`config.mk`:
```
export PLATFORM = sky130hd
export DESIGN_NAME = sbap_top
export DESIGN_NICKNAME = d
export VERILOG_FILES = /design/src/hdl/sbap_pkg.sv /design/src/hdl/sbap_top.sv
export SDC_FILE = /design/constraint.sdc
export NUM_CORES = 1
export LEC_CHECK = 0
export BUFFER_PORTS_ARGS = -buffer_cell sky130_fd_sc_hd__buf_2
export CORE_MARGIN = 10
export CORE_UTILIZATION = 51
export CTS_CLUSTER_DIAMETER = 40
export DETAILED_ROUTE_END_ITERATION = 7
export GPL_TIMING_DRIVEN = 1
export PLACE_DENSITY = 0.74
export SYNTH_ARGS = -nofsm -noshare
export SYNTH_HDL_FRONTEND = slang
export SYNTH_SLANG_ARGS = --single-unit
```
`constraint.sdc`:
```
create_clock -name hclk -period 2.2 [get_ports hclk]
set_clock_uncertainty 0.2 [all_clocks]
set_input_delay 0.11 -clock hclk [delete_from_list [all_inputs] [get_ports hclk]]
set_output_delay 0.11 -clock hclk [all_outputs]
set_load 0.005 [all_outputs]
```
`src/hdl/sbap_pkg.sv`:
```
/*
 * Constants, encodings and register map of the subchannel byte assembly path.
 * Assumes an AHB-Lite master with one slave, a byte-wide control unit interface
 * and a storage port with a one-cycle read latency after grant.
 */
// Functional notes
// - Forward: add two per cycle, toggle bit 31
// - Forward: service only with interface buffer empty
// - Forward: bit 31 set to low register
// - Extend set: buffer transfer waits for cycle
// - Bit 30 selects storage halfword lanes
// - Store a byte register only when valid
// - Forward: request cycle on high register fill
// - Grant: address without bits 30, 31 stored
// - Forward first cycle lanes from byte flags
// - Middle cycles: two lanes channel, two storage
// - Forward last cycle lanes from byte flags
// - Backward: decrement address on every cycle
// - Backward: buffer full when extend, bit 31 clear
// - Backward: bit 31 clear to low register
// - Backward: request after first low, then high
// - Backward first cycle lanes from byte flags
// - Backward last cycle lanes from byte flags
// - End of read stores residual bytes
// - Count zero, full: move, request again
// - Write: regenerate word, bit 30 halfword select
// - Write: request when high register emptied
// - Write: add two, toggle bit 31 per byte
// - Read service decrements byte count

package sbap_pkg;

    // ************************************************************
    // Widths and steps
    // ************************************************************
    localparam int          DA_W      = 24;
    localparam int          CNT_W     = 16;
    localparam int          SA_W      = 22;
    localparam logic [23:0] DA_STEP   = 24'h00_0002;
    localparam logic [23:0] DA_RESET  = 24'h00_0000;
    localparam logic [15:0] CNT_RESET = 16'h0000;

    // ************************************************************
    // Register map (byte addresses, low eight bits decoded)
    // ************************************************************
    localparam logic [7:0] OFF_CTRL   = 8'h00;
    localparam logic [7:0] OFF_ADDR   = 8'h04;
    localparam logic [7:0] OFF_COUNT  = 8'h08;
    localparam logic [7:0] OFF_STATUS = 8'h0C;
    localparam logic [7:0] OFF_WORD   = 8'h10;

    // Control fields
    localparam int CTRL_MODE_LSB = 0;
    localparam int CTRL_START    = 2;
    localparam int CTRL_STOP     = 3;

    // Status fields
    localparam int ST_BUSY   = 0;
    localparam int ST_REQ    = 1;
    localparam int ST_EXT    = 2;
    localparam int ST_VLO    = 3;
    localparam int ST_VHI    = 4;
    localparam int ST_BFULL  = 5;
    localparam int ST_END    = 6;
    localparam int ST_ODD    = 7;
    localparam int ST_SVCOUT = 8;

    // AHB encodings
    localparam int          HTRANS_ACTIVE = 1;
    localparam logic [31:0] RDATA_RESET   = 32'h0000_0000;

    // ************************************************************
    // Enumerations
    // ************************************************************
    typedef enum logic [1:0] {
        MODE_IDLE   = 2'b00,
        MODE_RD_FWD = 2'b01,
        MODE_RD_BWD = 2'b10,
        MODE_WRITE  = 2'b11
    } sbap_mode_t;

    typedef enum logic [1:0] {
        CH_IDLE = 2'b00,
        CH_LOAD = 2'b01,
        CH_MOVE = 2'b10,
        CH_ACK  = 2'b11
    } sbap_chan_t;

    typedef enum logic [1:0] {
        ST_IDLE = 2'b00,
        ST_DATA = 2'b01,
        ST_WR   = 2'b10
    } sbap_stor_t;

endpackage

```
`src/hdl/sbap_top.sv`:
```
/*
 * Subchannel byte assembly path: read forward, read backward and write data
 * movement between the byte interface and storage, with an AHB-Lite slave.
 * Assumes storage returns read data the cycle after the grant cycle and the
 * control unit holds service in until service out is seen.
 */
`timescale 1ns/1ns

module sbap_top
    import sbap_pkg::*;
(
    input  wire logic               hclk,
    input  wire logic               hresetn,
    input  wire logic               hsel,
    input  wire logic [31:0]        haddr,
    input  wire logic [1:0]         htrans,
    input  wire logic               hwrite,
    input  wire logic [2:0]         hsize,
    input  wire logic [31:0]        hwdata,
    input  wire logic               hready,
    output logic      [31:0]        hrdata,
    output logic                    hreadyout,
    output logic                    hresp,
    input  wire logic               service_in,
    input  wire logic               status_in,
    input  wire logic [7:0]         bus_in,
    output logic                    service_out,
    output logic      [7:0]         bus_out,
    output logic                    stor_req,
    input  wire logic               stor_grant,
    output logic      [SA_W-1:0]    stor_addr,
    input  wire logic [31:0]        stor_rdata,
    output logic      [31:0]        stor_wdata,
    output logic                    stor_we
);

    // ************************************************************
    // State
    // ************************************************************
    typedef struct packed {
        logic [2:0]        svc_s;
        logic [2:0]        sts_s;
        logic [7:0]        bi_s1;
        logic [7:0]        bi_s2;
        logic [7:0]        bi_s3;
        logic              svc_f;
        logic              sts_f;
        sbap_mode_t        mode;
        sbap_chan_t        chan;
        sbap_stor_t        stor;
        logic [DA_W-1:0]   data_address_reg;
        logic [CNT_W-1:0]  cnt;
        logic [7:0]        low_data_byte_reg;
        logic [7:0]        high_data_byte_reg;
        logic [7:0]        interface_byte_buffer;
        logic              v_lo;
        logic              v_hi;
        logic              buf_full;
        logic              req;
        logic              ext;
        logic              odd;
        logic              end_rd;
        logic              first_bwd;
        logic [SA_W-1:0]   storage_address_reg;
        logic [31:0]       storage_word_reg;
        logic              we;
        logic [7:0]        bus_out;
        logic              svc_out;
        logic              ap_valid;
        logic              ap_write;
        logic [7:0]        ap_addr;
        logic [31:0]       rdata;
    } sbap_state_t;

    sbap_state_t q;
    sbap_state_t d;

    localparam sbap_state_t STATE_RESET = '{
        svc_s: 3'b000, sts_s: 3'b000, bi_s1: 8'h00, bi_s2: 8'h00, bi_s3: 8'h00,
        svc_f: 1'b0, sts_f: 1'b0, mode: MODE_IDLE, chan: CH_IDLE, stor: ST_IDLE,
        data_address_reg: DA_RESET, cnt: CNT_RESET,
        low_data_byte_reg: 8'h00, high_data_byte_reg: 8'h00, interface_byte_buffer: 8'h00,
        v_lo: 1'b0, v_hi: 1'b0, buf_full: 1'b0, req: 1'b0, ext: 1'b0, odd: 1'b1,
        end_rd: 1'b0, first_bwd: 1'b1, storage_address_reg: 22'h00_0000,
        storage_word_reg: 32'h0000_0000, we: 1'b0, bus_out: 8'h00, svc_out: 1'b0,
        ap_valid: 1'b0, ap_write: 1'b0, ap_addr: 8'h00, rdata: RDATA_RESET
    };

    // ************************************************************
    // Next state
    // ************************************************************

    // Decides whether a byte entering a data register asks for a cycle
    function automatic logic move_requests(input logic fwd, input logic to_lo, input logic first);
        move_requests = fwd ? !to_lo : (to_lo ? first : 1'b1);
    endfunction

    always_comb begin
        logic        is_rd;
        logic        fwd;
        logic        wr;
        logic        a31;
        logic        a30;
        logic        ibuf_empty;
        logic        to_lo;
        logic [1:0]  lane_lo;
        logic [1:0]  lane_hi;
        logic [31:0] word;
        logic [31:0] status;
        is_rd      = 1'b0;
        fwd        = 1'b0;
        wr         = 1'b0;
        a31        = 1'b0;
        a30        = 1'b0;
        ibuf_empty = 1'b0;
        to_lo      = 1'b0;
        lane_lo    = 2'd0;
        lane_hi    = 2'd1;
        word       = 32'h0000_0000;
        status     = 32'h0000_0000;
        d          = q;

        // Pin synchronisers; a change counts once stages two and three agree
        d.svc_s = {q.svc_s[1:0], service_in};
        d.sts_s = {q.sts_s[1:0], status_in};
        d.bi_s1 = bus_in;
        d.bi_s2 = q.bi_s1;
        d.bi_s3 = q.bi_s2;
        if (q.svc_s[1] == q.svc_s[2]) begin
            d.svc_f = q.svc_s[2];
        end
        if (q.sts_s[1] == q.sts_s[2]) begin
            d.sts_f = q.sts_s[2];
        end

        // Mode decode and steering bits
        is_rd   = (q.mode == MODE_RD_FWD) || (q.mode == MODE_RD_BWD);
        fwd     = (q.mode == MODE_RD_FWD);
        wr      = (q.mode == MODE_WRITE);
        a31     = q.data_address_reg[0];
        a30     = q.data_address_reg[1];
        ibuf_empty = fwd ? !(q.ext && a31) : !(q.ext && !a31);
        to_lo   = fwd ? a31 : !a31;
        lane_lo = a30 ? 2'd2 : 2'd0;
        lane_hi = a30 ? 2'd3 : 2'd1;

        // Storage cycle sequencer
        d.we = 1'b0;
        case (q.stor)
            ST_IDLE: begin
                if (q.req && stor_grant) begin
                    d.storage_address_reg = q.data_address_reg[DA_W-1:2];
                    d.req  = 1'b0;
                    d.stor = ST_DATA;
                end
            end
            ST_DATA: begin
                word = stor_rdata;
                if (is_rd) begin
                    // Lanes follow the byte flags on first, middle and last cycles
                    if (q.v_lo) begin
                        word[31-8*lane_lo -: 8] = q.low_data_byte_reg;
                    end
                    if (q.v_hi) begin
                        word[31-8*lane_hi -: 8] = q.high_data_byte_reg;
                    end
                    d.v_lo = 1'b0;
                    d.v_hi = 1'b0;
                    d.ext  = 1'b0;
                    d.data_address_reg = fwd ? q.data_address_reg + DA_STEP
                                             : q.data_address_reg - DA_STEP;
                    // Buffer held back by extend moves during the cycle
                    if (q.buf_full) begin
                        d.buf_full = 1'b0;
                        if (to_lo) begin
                            d.low_data_byte_reg = q.interface_byte_buffer;
                            d.v_lo = 1'b1;
                        end else begin
                            d.high_data_byte_reg = q.interface_byte_buffer;
                            d.v_hi = 1'b1;
                        end
                        if (q.end_rd || q.cnt == CNT_RESET) begin
                            d.req = 1'b1;
                            d.ext = 1'b1;
                            d.odd = 1'b0;
                        end else if (move_requests(fwd, to_lo, q.first_bwd)) begin
                            d.req = 1'b1;
                            d.ext = 1'b1;
                        end
                        if (to_lo) begin
                            d.first_bwd = 1'b0;
                        end
                    end
                end else begin
                    // Write fetch: whole word written back, halfword to data registers
                    d.low_data_byte_reg  = stor_rdata[31-16*a30 -: 8];
                    d.high_data_byte_reg = stor_rdata[23-16*a30 -: 8];
                    d.v_lo = 1'b1;
                    d.v_hi = 1'b1;
                    d.data_address_reg = q.data_address_reg + DA_STEP;
                end
                d.storage_word_reg = word;
                d.we   = (q.mode != MODE_IDLE);
                d.stor = ST_WR;
            end
            ST_WR: begin
                d.stor = ST_IDLE;
            end
            default: begin
                d.stor = ST_IDLE;
            end
        endcase

        // Write: keep the interface buffer full from the data registers
        if (wr && !q.buf_full && q.chan != CH_LOAD && q.stor != ST_DATA && (q.v_lo || q.v_hi)) begin
            d.buf_full = 1'b1;
            if (a31) begin
                d.interface_byte_buffer = q.high_data_byte_reg;
                d.v_lo = 1'b0;
                d.v_hi = 1'b0;
                d.odd  = 1'b0;
                if (q.cnt != CNT_RESET) begin
                    d.req = 1'b1;
                end
            end else begin
                d.interface_byte_buffer = q.low_data_byte_reg;
                d.v_lo = 1'b0;
            end
        end

        // Channel service sequencer
        case (q.chan)
            CH_IDLE: begin
                if (is_rd && q.svc_f && ibuf_empty && q.cnt != CNT_RESET && !q.end_rd) begin
                    d.chan = CH_LOAD;
                end else if (wr && q.svc_f && q.buf_full && q.cnt != CNT_RESET) begin
                    d.chan = CH_LOAD;
                end
            end
            CH_LOAD: begin
                d.data_address_reg[0] = ~d.data_address_reg[0];
                d.cnt     = q.cnt - 16'h0001;
                d.svc_out = 1'b1;
                if (wr) begin
                    d.bus_out  = q.interface_byte_buffer;
                    d.buf_full = 1'b0;
                    d.chan     = CH_ACK;
                end else begin
                    d.interface_byte_buffer = q.bi_s3;
                    d.buf_full = 1'b1;
                    d.chan     = CH_MOVE;
                end
            end
            CH_MOVE: begin
                if (q.stor != ST_DATA) begin
                    d.chan = CH_ACK;
                    if (!q.ext) begin
                        d.buf_full = 1'b0;
                        if (to_lo) begin
                            d.low_data_byte_reg = q.interface_byte_buffer;
                            d.v_lo = 1'b1;
                            d.first_bwd = 1'b0;
                        end else begin
                            d.high_data_byte_reg = q.interface_byte_buffer;
                            d.v_hi = 1'b1;
                        end
                        if (move_requests(fwd, to_lo, q.first_bwd) || q.cnt == CNT_RESET) begin
                            d.req = 1'b1;
                            d.ext = 1'b1;
                        end
                    end
                end
            end
            CH_ACK: begin
                if (!q.svc_f) begin
                    d.svc_out = 1'b0;
                    d.chan    = CH_IDLE;
                end
            end
            default: begin
                d.chan = CH_IDLE;
            end
        endcase

        // End of read by count or status byte; residual bytes get a cycle
        if (is_rd && (q.sts_f || q.cnt == CNT_RESET)) begin
            d.end_rd = 1'b1;
        end
        if (is_rd && q.end_rd && q.chan == CH_IDLE && q.stor == ST_IDLE && !q.req && !q.ext
            && (q.v_lo || q.v_hi)) begin
            d.req = 1'b1;
            d.ext = 1'b1;
        end

        // AHB address phase and registered read data
        status = 32'h0000_0000;
        status[ST_BUSY]   = (q.mode != MODE_IDLE);
        status[ST_REQ]    = q.req;
        status[ST_EXT]    = q.ext;
        status[ST_VLO]    = q.v_lo;
        status[ST_VHI]    = q.v_hi;
        status[ST_BFULL]  = q.buf_full;
        status[ST_END]    = q.end_rd;
        status[ST_ODD]    = q.odd;
        status[ST_SVCOUT] = q.svc_out;
        d.ap_valid = 1'b0;
        if (hsel && hready && htrans[HTRANS_ACTIVE]) begin
            d.ap_valid = 1'b1;
            d.ap_write = hwrite;
            d.ap_addr  = haddr[7:0];
            if (haddr[7:0] == OFF_CTRL) begin
                d.rdata = {30'h0000_0000, q.mode};
            end else if (haddr[7:0] == OFF_ADDR) begin
                d.rdata = {8'h00, q.data_address_reg};
            end else if (haddr[7:0] == OFF_COUNT) begin
                d.rdata = {16'h0000, q.cnt};
            end else if (haddr[7:0] == OFF_STATUS) begin
                d.rdata = status;
            end else if (haddr[7:0] == OFF_WORD) begin
                d.rdata = q.storage_word_reg;
            end else begin
                d.rdata = RDATA_RESET;
            end
        end

        // AHB data phase writes
        if (q.ap_valid && q.ap_write) begin
            if (q.ap_addr == OFF_CTRL) begin
                if (hwdata[CTRL_STOP]) begin
                    d.mode = MODE_IDLE;
                    d.req  = 1'b0;
                end else if (hwdata[CTRL_START]) begin
                    d.mode      = sbap_mode_t'(hwdata[CTRL_MODE_LSB +: 2]);
                    d.chan      = CH_IDLE;
                    d.v_lo      = 1'b0;
                    d.v_hi      = 1'b0;
                    d.buf_full  = 1'b0;
                    d.ext       = 1'b0;
                    d.end_rd    = 1'b0;
                    d.odd       = 1'b1;
                    d.first_bwd = 1'b1;
                    d.svc_out   = 1'b0;
                    d.req       = (hwdata[CTRL_MODE_LSB +: 2] == MODE_WRITE);
                end
            end else if (q.ap_addr == OFF_ADDR) begin
                d.data_address_reg = hwdata[DA_W-1:0];
            end else if (q.ap_addr == OFF_COUNT) begin
                d.cnt = hwdata[CNT_W-1:0];
            end
        end
    end

    // ************************************************************
    // State register
    // ************************************************************
    always_ff @(posedge hclk or negedge hresetn) begin
        if (!hresetn) begin
            q <= STATE_RESET;
        end else begin
            q <= d;
        end
    end

    // ************************************************************
    // Outputs
    // ************************************************************
    assign hrdata      = q.rdata;
    assign hreadyout   = 1'b1;
    assign hresp       = 1'b0;
    assign service_out = q.svc_out;
    assign bus_out     = q.bus_out;
    assign stor_req    = q.req && (q.stor == ST_IDLE);
    assign stor_addr   = q.storage_address_reg;
    assign stor_wdata  = q.storage_word_reg;
    assign stor_we     = q.we;

endmodule

```
==> tab_implementation.tex, run 1 <==
\begin{tabular}{lr}
\hline
Metric & Value \\
\hline
\multicolumn{2}{l}{\textbf{Routing}} \\
Met3 Routed Length & 3.50 mm \\
Total via count after detailed routing & 9997 \\
Drc violations & 4 \\
Initial DRT Pass Iterations & 8 \\
Met1 wire length & 14.6 mm \\
Detailed router's first-iteration violation count & 1107 \\
Met2 Wirelength & 16.4 mm \\
Antenna violation net count after detailed routing & 0 \\
Per-cell via count in the routed design & 5.86 \\
Highest metal layer with signal wires & met4 \\
Drt wl/cell & 21.6 µm \\
Detailed Route WL & 36.7 mm \\
\multicolumn{2}{l}{\textbf{Synth}} \\
Number of library cell types mapped by synthesis & 74 \\
Top cell type's share of synthesized area & 46.8\% \\
Cell count after synthesis & 1154 \\
Ys async rst share & 100\% \\
Most area-consuming cells after synthesis & sky130\_fd\_sc\_hd\_\_dfrtp\_1 (47\%), sky130\_fd\_sc\_hd\_\_buf\_4 (6.4\%), sky130\_fd\_sc\_hd\_\_mux2i\_1 (5.1\%) \\
Compound-gate portion of the synthesized area & 14.9\% \\
Primary FF master, synth & sky130\_fd\_sc\_hd\_\_dfrtp\_1 \\
Share of synthesized cell area in and, or, nand and nor gates & 14.6\% \\
Seq cells post-synth & 216 \\
Adder-cell share of the synthesized area & 1.38\% \\
Count of flip-flops with a built-in enable after synthesis & 0 \\
Area of the mapped netlist & 11400 µm² \\
Net count of the mapped netlist & 1282 \\
Dominant combinational cell family by area after synthesis & compound AO/OA/AOI/OAI gates \\
Largest area contributor in the netlist & sky130\_fd\_sc\_hd\_\_dfrtp\_1 \\
Post-synthesis xor/xnor area fraction & 2.99\% \\
Syn Area/Cell & 9.91 µm² \\
Total of warnings raised by yosys & 0 \\
Sequential-to-total area share from yosys stat & 47.3\% \\
Fraction of synthesized area in multiplexers & 9.02\% \\
\multicolumn{2}{l}{\textbf{Clock network}} \\
Source-to-sink clock delay at the later pin of the worst-skew pair & 0.57 ns \\
Clock tree root buffer cell & sky130\_fd\_sc\_hd\_\_clkbuf\_16 \\
Clock H-tree levels & 1 \\
Clock sink total & 216 \\
Number of buffers inserted during clock tree synthesis & 31 \\
Clock edge transition at the registers on the reported setup and hold paths & 0.06 ns \\
Clock buffer depth & 3 \\
TritonCTS clock tree & done \\
\multicolumn{2}{l}{\textbf{Hold path}} \\
Number of stages on the worst hold path & 5 \\
Hold/Removal Path Class & in2reg \\
\multicolumn{2}{l}{\textbf{STA}} \\
Clock period minus worst slack & 2.28 ns \\
Setup-failing EPs final & 3 \\
Setup repair after global routing missed its margin & yes \\
Final sum of negative setup slack & -0.101 ns \\
Slew Limit Fails & 0 \\
Share of the clock period used by the worst path & 104\% \\
Worst slew margin & 63.5\% \\
Slew at the pin closest to its max-slew limit & 0.545 ns \\
Setup slack of the critical path after layout & -0.0829 ns \\
Achievable Freq & 438 MHz \\
Final hold vios & 0 \\
\multicolumn{2}{l}{\textbf{Floorplanning}} \\
Initial cell density of the core & 52.1\% \\
Height of the chip & 170 µm \\
\# rows & 54 \\
Count of pins on the block boundary & 216 \\
Standard cell core area & 22000 µm² \\
Die area & 28800 µm² \\
Die Span X & 170 µm \\
\multicolumn{2}{l}{\textbf{Global route}} \\
Total congestion overflow after global routing & 0 \\
Global-route wire length before repair & 56.5 mm \\
All-Layer GR Usage & 24.6\% \\
Vias in the first global route & 10000 \\
Antenna violations before repair & 3 \\
Pin count of the biggest net entering global routing & 78 \\
\multicolumn{2}{l}{\textbf{Run}} \\
Maximum capacitance violations & 0 \\
\multicolumn{2}{l}{\textbf{Outcome}} \\
Violations in the final reports & design-rule violations, negative setup slack \\
Run status & complete, but fails checks \\
\multicolumn{2}{l}{\textbf{Placement}} \\
HPWL after detailed placement & 25.2 mm \\
Final Wtd Congestion & 0.931 \\
I/O Buffers & 177 \\
\multicolumn{2}{l}{\textbf{Worst setup path}} \\
Arrival time worst endpoint & 2.57 ns \\
Category of the worst setup path capture point & flop \\
CP Class & reg2reg \\
Maximum fanout along the worst path & 6 \\
Reg2Reg Depth & 9 \\
Element type at the critical path start & flop \\
Data required time at the worst endpoint & 2.49 ns \\
\multicolumn{2}{l}{\textbf{Power and ir drop}} \\
Leakage power & 6.81 nW \\
Final total power & 11.9 mW \\
Total power per unit cell area & 796 nW/µm² \\
Worst supply voltage drop on vdd & 0.609 mV \\
\multicolumn{2}{l}{\textbf{Cells and area}} \\
Commonest cells after routing, fill and taps aside & sky130\_fd\_sc\_hd\_\_dfrtp\_1 (211), sky130\_fd\_sc\_hd\_\_buf\_2 (176), sky130\_fd\_sc\_hd\_\_nand2\_1 (125) \\
Layout-stage area growth over the synthesis result & 30.9\% \\
Share of post-route cells with drive strength above 1 & 31.4\% \\
Final Net Count & 1525 \\
Most common library cell in the layout ignoring fill and taps & sky130\_fd\_sc\_hd\_\_dfrtp\_1 \\
\hline
\end{tabular}
-- cells by family after synthesis --
group,Yosys count
flops,216
fa+ha+maj,13
xor+xnor,39
compound gates,269
simple gates,332
mux,98
buf+inv,185
other cells,2
-- worst max-delay path, stage by stage (launching register included) --
cell                      delay, ns
sky130_fd_sc_hd__dfrtp_2       0.41
sky130_fd_sc_hd__inv_2         0.06
sky130_fd_sc_hd__ha_4          0.32
sky130_fd_sc_hd__nor4b_4       0.20
sky130_fd_sc_hd__buf_4         0.16
sky130_fd_sc_hd__nand2_1       0.15
sky130_fd_sc_hd__nor3_2        0.21
sky130_fd_sc_hd__o21ai_0       0.14
sky130_fd_sc_hd__xor2_1        0.17
sky130_fd_sc_hd__a21oi_1       0.18
-- timing repair --
item                                   in CTS  in global routing
endpoints found under the hold margin     339                  1
hold buffers                               92                  2
cloned                                      0                  1
pin swaps                                   2                 15
buffers inserted                            1                  5
gates resized for setup                    17                 51
setup endpoints to repair                  55                 84
-- sequential cells by signal (all words and copies together) (netlist names) --
register,cells
bus_out,8
d,20
hrdata,32
q,100
service_out,1
stor_addr,22
stor_wdata,32
stor_we,1
-- path summary, 6_finish.rpt --
check	from	endpoint	slack, ns
worst max-delay path	q[182]	q[164]	-0.08
worst min-delay path	hsel	hrdata[21]	0.06
worst max register to register	q[182]	q[164]	-0.08
worst min register to register	d[190]	q[190]	0.15
max in group asynchronous	hresetn	q[119]	0.40
min in group asynchronous	hresetn	d[200]	0.50
-- cell type report --
class / instances / area (µm²)
Timing Repair Buffer: 379 / 2820
Multi-Input combinational cell: 753 / 5170
Clock buffer: 37 / 828
Inverter: 16 / 60.1
Fill cell: 1609 / 6990
Tap cell: 280 / 350
Clock inverter: 21 / 319
Antenna cell: 3 / 7.51
Sequential cell: 216 / 5410
-- routing by layer --
| metal | up-vias | track usage [%] |
|---|---|---|
| li1 | 4493 | - |
| met4 | 0 | 14.3 |
| met1 | 4773 | 31.9 |
| met2 | 586 | 37.5 |
| met5 | - | 0 |
| met3 | 145 | 5.05 |
-- report_power, final --
| part | leakage (nW) | internal (mW) | switching (mW) |
|---|---|---|---|
| Clock | 0.548 | 3.44 | 1.98 |
| Combinational | 3.66 | 0.777 | 0.880 |
| Sequential | 2.61 | 4.35 | 0.479 |
| Total | 6.81 | 8.57 | 3.34 |
-- cells in the mapped netlist, types with 15 or more instances --
| master | count |
|---|---|
| sky130_fd_sc_hd__a311o_1 | 16 |
| sky130_fd_sc_hd__a21oi_1 | 51 |
| sky130_fd_sc_hd__clkbuf_1 | 38 |
| sky130_fd_sc_hd__xnor2_1 | 18 |
| sky130_fd_sc_hd__mux2_2 | 40 |
| sky130_fd_sc_hd__a211oi_1 | 18 |
| sky130_fd_sc_hd__nand2_1 | 128 |
| sky130_fd_sc_hd__a22oi_1 | 23 |
| sky130_fd_sc_hd__inv_1 | 15 |
| sky130_fd_sc_hd__nor3_1 | 15 |
| sky130_fd_sc_hd__nand3_1 | 32 |
| sky130_fd_sc_hd__xor2_1 | 21 |
| sky130_fd_sc_hd__buf_2 | 29 |
| sky130_fd_sc_hd__nor2_1 | 62 |
| sky130_fd_sc_hd__nor2b_1 | 21 |
| sky130_fd_sc_hd__buf_4 | 98 |
| sky130_fd_sc_hd__mux2i_1 | 58 |
| sky130_fd_sc_hd__dfrtp_1 | 214 |
| sky130_fd_sc_hd__o21ai_0 | 108 |
-- per-stage QoR --
step	instance area [µm²]	setup slack [ns]	instances	hold slack (ns)	util [%]
after floorplan	11400	0.0478	1154	-0.386	-
after global placement	12500	-0.141	1544	-0.226	57.0
after detailed placement	12500	-0.144	1544	-0.223	57.0
after CTS	14700	-0.00328	1695	0.00164	66.9
after global routing	15000	-0.130	1705	0.142	68.2
final	15000	-0.0829	1705	0.0599	68.2
Power figures use the tool's default switching activity.
==> run 2, diff against run 1 <==
--- a/config.mk
+++ b/config.mk
@@ -7,11 +7,13 @@
 export LEC_CHECK = 0
 export BUFFER_PORTS_ARGS = -buffer_cell sky130_fd_sc_hd__buf_2
 export CORE_MARGIN = 10
-export CORE_UTILIZATION = 51
+export CORE_UTILIZATION = 52
+export CTS_BUF_LIST = sky130_fd_sc_hd__clkbuf_4
 export CTS_CLUSTER_DIAMETER = 40
 export DETAILED_ROUTE_END_ITERATION = 7
 export GPL_TIMING_DRIVEN = 1
-export PLACE_DENSITY = 0.74
+export PLACE_DENSITY = 0.79
+export SLEW_MARGIN = 30
 export SYNTH_ARGS = -nofsm -noshare
 export SYNTH_HDL_FRONTEND = slang
 export SYNTH_SLANG_ARGS = --single-unit
==> run 2 against run 1 <==
  * The run still ends with design-rule violations, negative setup slack left
  * First-iteration DRC count rose by 20%
  * Non-clock buffer count rose by 28
  * Routed wire length rose by 2.5%
  * Flip-flop and latch count did not move
  * Critical path depth did not move
  * Register-to-register slack improved by 0.05 ns
==> tab_implementation.tex, run 2 (same netlist as run 1, synthesis figures left out) <==
\begin{tabular}{lr}
\hline
Metric & Value \\
\hline
\multicolumn{2}{l}{\textbf{STA}} \\
Setup repair after global routing missed its margin & yes \\
Slew at the pin closest to its max-slew limit & 0.643 ns (+0.0976 ns) \\
Achievable Freq & 448 MHz (+2.3\%) \\
Final sum of negative setup slack & -0.0431 ns (+0.0584 ns) \\
Share of the clock period used by the worst path & 101\% (-2.3 points) \\
Final hold vios & 0 (unchanged) \\
Worst hold slack & 0.0156 ns (-0.0442 ns) \\
Worst slew margin & 57.2\% (-6.4 points) \\
Setup-failing EPs final & 2 (-1) \\
Clock period minus worst slack & 2.23 ns (-0.0514 ns) \\
Slew Limit Fails & 0 (unchanged) \\
Setup slack of the critical path after layout & -0.0314 ns (+0.0514 ns) \\
\multicolumn{2}{l}{\textbf{Power and ir drop}} \\
Final total power & 10.1 mW (-15\%) \\
Switch Pwr & 3.09 mW (-7.3\%) \\
Pint & 7.01 mW (-18\%) \\
Worst supply voltage drop on vdd & 0.512 mV (-16\%) \\
Switching Fraction & 30.6\% (+2.6 points) \\
Share of power burned in combinational logic & 17.5\% (+3.6 points) \\
Leakage power & 6.96 nW (+2.2\%) \\
Clock network fraction of total power & 34.7\% (-11 points) \\
Reg power frac & 47.8\% (+7.3 points) \\
Total power per unit cell area & 672 nW/µm² (-16\%) \\
\multicolumn{2}{l}{\textbf{Cells and area}} \\
Final Net Count & 1580 (+3.6\%) \\
Core Util, Final & 69.1\% (+0.99 points) \\
Most common library cell in the layout ignoring fill and taps & sky130\_fd\_sc\_hd\_\_dfrtp\_1 \\
Final Instance Area & 15000 µm² (+0.51\%) \\
Share of post-route cells with drive strength above 1 & 34.1\% (+2.7 points) \\
Commonest cells after routing, fill and taps aside & sky130\_fd\_sc\_hd\_\_dfrtp\_1 (210), sky130\_fd\_sc\_hd\_\_buf\_2 (177), sky130\_fd\_sc\_hd\_\_nand2\_1 (116) \\
Number of flip-flops in the largest register & 100 (unchanged) \\
Layout-stage area growth over the synthesis result & 31.5\% \\
Register with the highest flop count & q \\
Final instance count without filler cells & 1781 (+4.5\%) \\
\multicolumn{2}{l}{\textbf{Clock network}} \\
Clock buffer depth & 3 (unchanged) \\
Clock tree root buffer cell & sky130\_fd\_sc\_hd\_\_clkbuf\_4 \\
Source-to-sink clock delay at the later pin of the worst-skew pair & 0.71 ns (+0.14 ns) \\
Clock sink total & 216 (unchanged) \\
Clock edge transition at the registers on the reported setup and hold paths & 0.07 ns (about the same) \\
Number of buffers inserted during clock tree synthesis & 58 (+87\%) \\
Clock H-tree levels & 2 (+1) \\
TritonCTS clock tree & done \\
\multicolumn{2}{l}{\textbf{Routing}} \\
Per-cell via count in the routed design & 5.79 (-1.2\%) \\
Total via count after detailed routing & 10300 (+3.2\%) \\
Detailed Route WL & 37.7 mm (+2.5\%) \\
Met1 wire length & 14.7 mm (+0.86\%) \\
Antenna violation net count after detailed routing & 0 (unchanged) \\
Drc violations & 8 (+4) \\
Drt wl/cell & 21.2 µm (-1.8\%) \\
Met3 Routed Length & 3.40 mm (-2.9\%) \\
Met2 Wirelength & 17.8 mm (+8.4\%) \\
Initial DRT Pass Iterations & 8 (unchanged) \\
Detailed router's first-iteration violation count & 1327 (+20\%) \\
Highest metal layer with signal wires & met4 \\
\multicolumn{2}{l}{\textbf{Global route}} \\
Antenna violations before repair & 2 (-1) \\
Pin count of the biggest net entering global routing & 76 (-2.6\%) \\
Vias in the first global route & 10400 (+3.6\%) \\
Global-route wire length before repair & 57.0 mm (+0.92\%) \\
Total congestion overflow after global routing & 0 (unchanged) \\
All-Layer GR Usage & 25.0\% (+0.41 points) \\
\multicolumn{2}{l}{\textbf{Worst setup path}} \\
Arrival time worst endpoint & 2.63 ns (+0.06 ns) \\
Maximum fanout along the worst path & 5 (-1) \\
Element type at the critical path start & flop \\
Data required time at the worst endpoint & 2.59 ns (+0.10 ns) \\
CP Class & reg2reg \\
Worst R2R Setup Slack & -0.03 ns (+0.05 ns) \\
Category of the worst setup path capture point & flop \\
\multicolumn{2}{l}{\textbf{Floorplanning}} \\
Height of the chip & 168 µm (-0.85\%) \\
Die Span X & 168 µm (-0.85\%) \\
Count of pins on the block boundary & 216 (unchanged) \\
\# rows & 54 (unchanged) \\
Die area & 28300 µm² (-1.7\%) \\
Initial cell density of the core & 52.6\% (+0.49 points) \\
Standard cell core area & 21800 µm² (-0.92\%) \\
\multicolumn{2}{l}{\textbf{Placement}} \\
HPWL after detailed placement & 25.5 mm (+1.3\%) \\
Pre-CTS WS & -0.170 ns (-0.0260 ns) \\
Placed cells & 1548 (+0.26\%) \\
I/O Buffers & 177 (unchanged) \\
Placed Area & 12600 µm² (+0.65\%) \\
Final Wtd Congestion & 0.917 (-1.5\%) \\
\multicolumn{2}{l}{\textbf{Run}} \\
Maximum capacitance violations & 0 (unchanged) \\
\multicolumn{2}{l}{\textbf{Outcome}} \\
Run status & complete, but fails checks \\
Violations in the final reports & design-rule violations, negative setup slack \\
\multicolumn{2}{l}{\textbf{Hold path}} \\
Hold/Removal Path Class & in2reg \\
\hline
\end{tabular}
[run 2: final timing paths]
kind | startpoint | endpoint | depth (start not counted)
max in group asynchronous | hresetn | stor_wdata[29] | 4
worst max register to register | q[182] | q[172] | 9
min in group asynchronous | hresetn | q[154] | 3
worst min register to register | d[188] | q[188] | 0
worst max-delay path | q[182] | q[172] | 9
worst min-delay path | hwdata[23] | q[177] | 4
[run 2: layer usage]
metal  track usage [%]  up-vias
li1                  -     4650
met1              31.0     4971
met2              39.1      576
met3              6.43      116
met4              13.9        0
met5                 0        -
[run 2: power by group through the flow]
stage	Combinational, mW	Clock (mW)	Sequential [mW]
final	1.77	3.51	4.83
after global routing	1.92	3.85	4.85
after CTS	1.67	3.57	4.79
after detailed placement	1.47	0	4.86
after global placement	1.43	0	4.84
after floorplan	1.02	0	4.64
[run 2: worst max-delay path: stages, from the launching register on]
cell                      delay [ns]
sky130_fd_sc_hd__dfrtp_2        0.41
sky130_fd_sc_hd__inv_2          0.06
sky130_fd_sc_hd__ha_4           0.30
sky130_fd_sc_hd__nor4b_4        0.19
sky130_fd_sc_hd__buf_4          0.17
sky130_fd_sc_hd__nand3_4        0.10
sky130_fd_sc_hd__nor3_4         0.20
sky130_fd_sc_hd__xor2_1         0.21
sky130_fd_sc_hd__a41oi_1        0.07
sky130_fd_sc_hd__o22ai_1        0.22
[run 2: timing repair]
action	CTS	global route
setup endpoints to repair	53	89
hold buffers	111	0
hold endpoints to repair	383	0
gates cloned	0	8
gates resized for setup	15	99
pin swaps	3	23
setup buffers	0	5
[run 2: final cells by class]
class,count,area (µm²)
Fill cell,1611,6710
Sequential cell,216,5410
Multi-Input combinational cell,753,5270
Timing Repair Buffer,407,3210
Clock buffer,87,653
Tap cell,280,350
Clock inverter,20,86.3
Inverter,16,60.1
Antenna cell,2,5.00
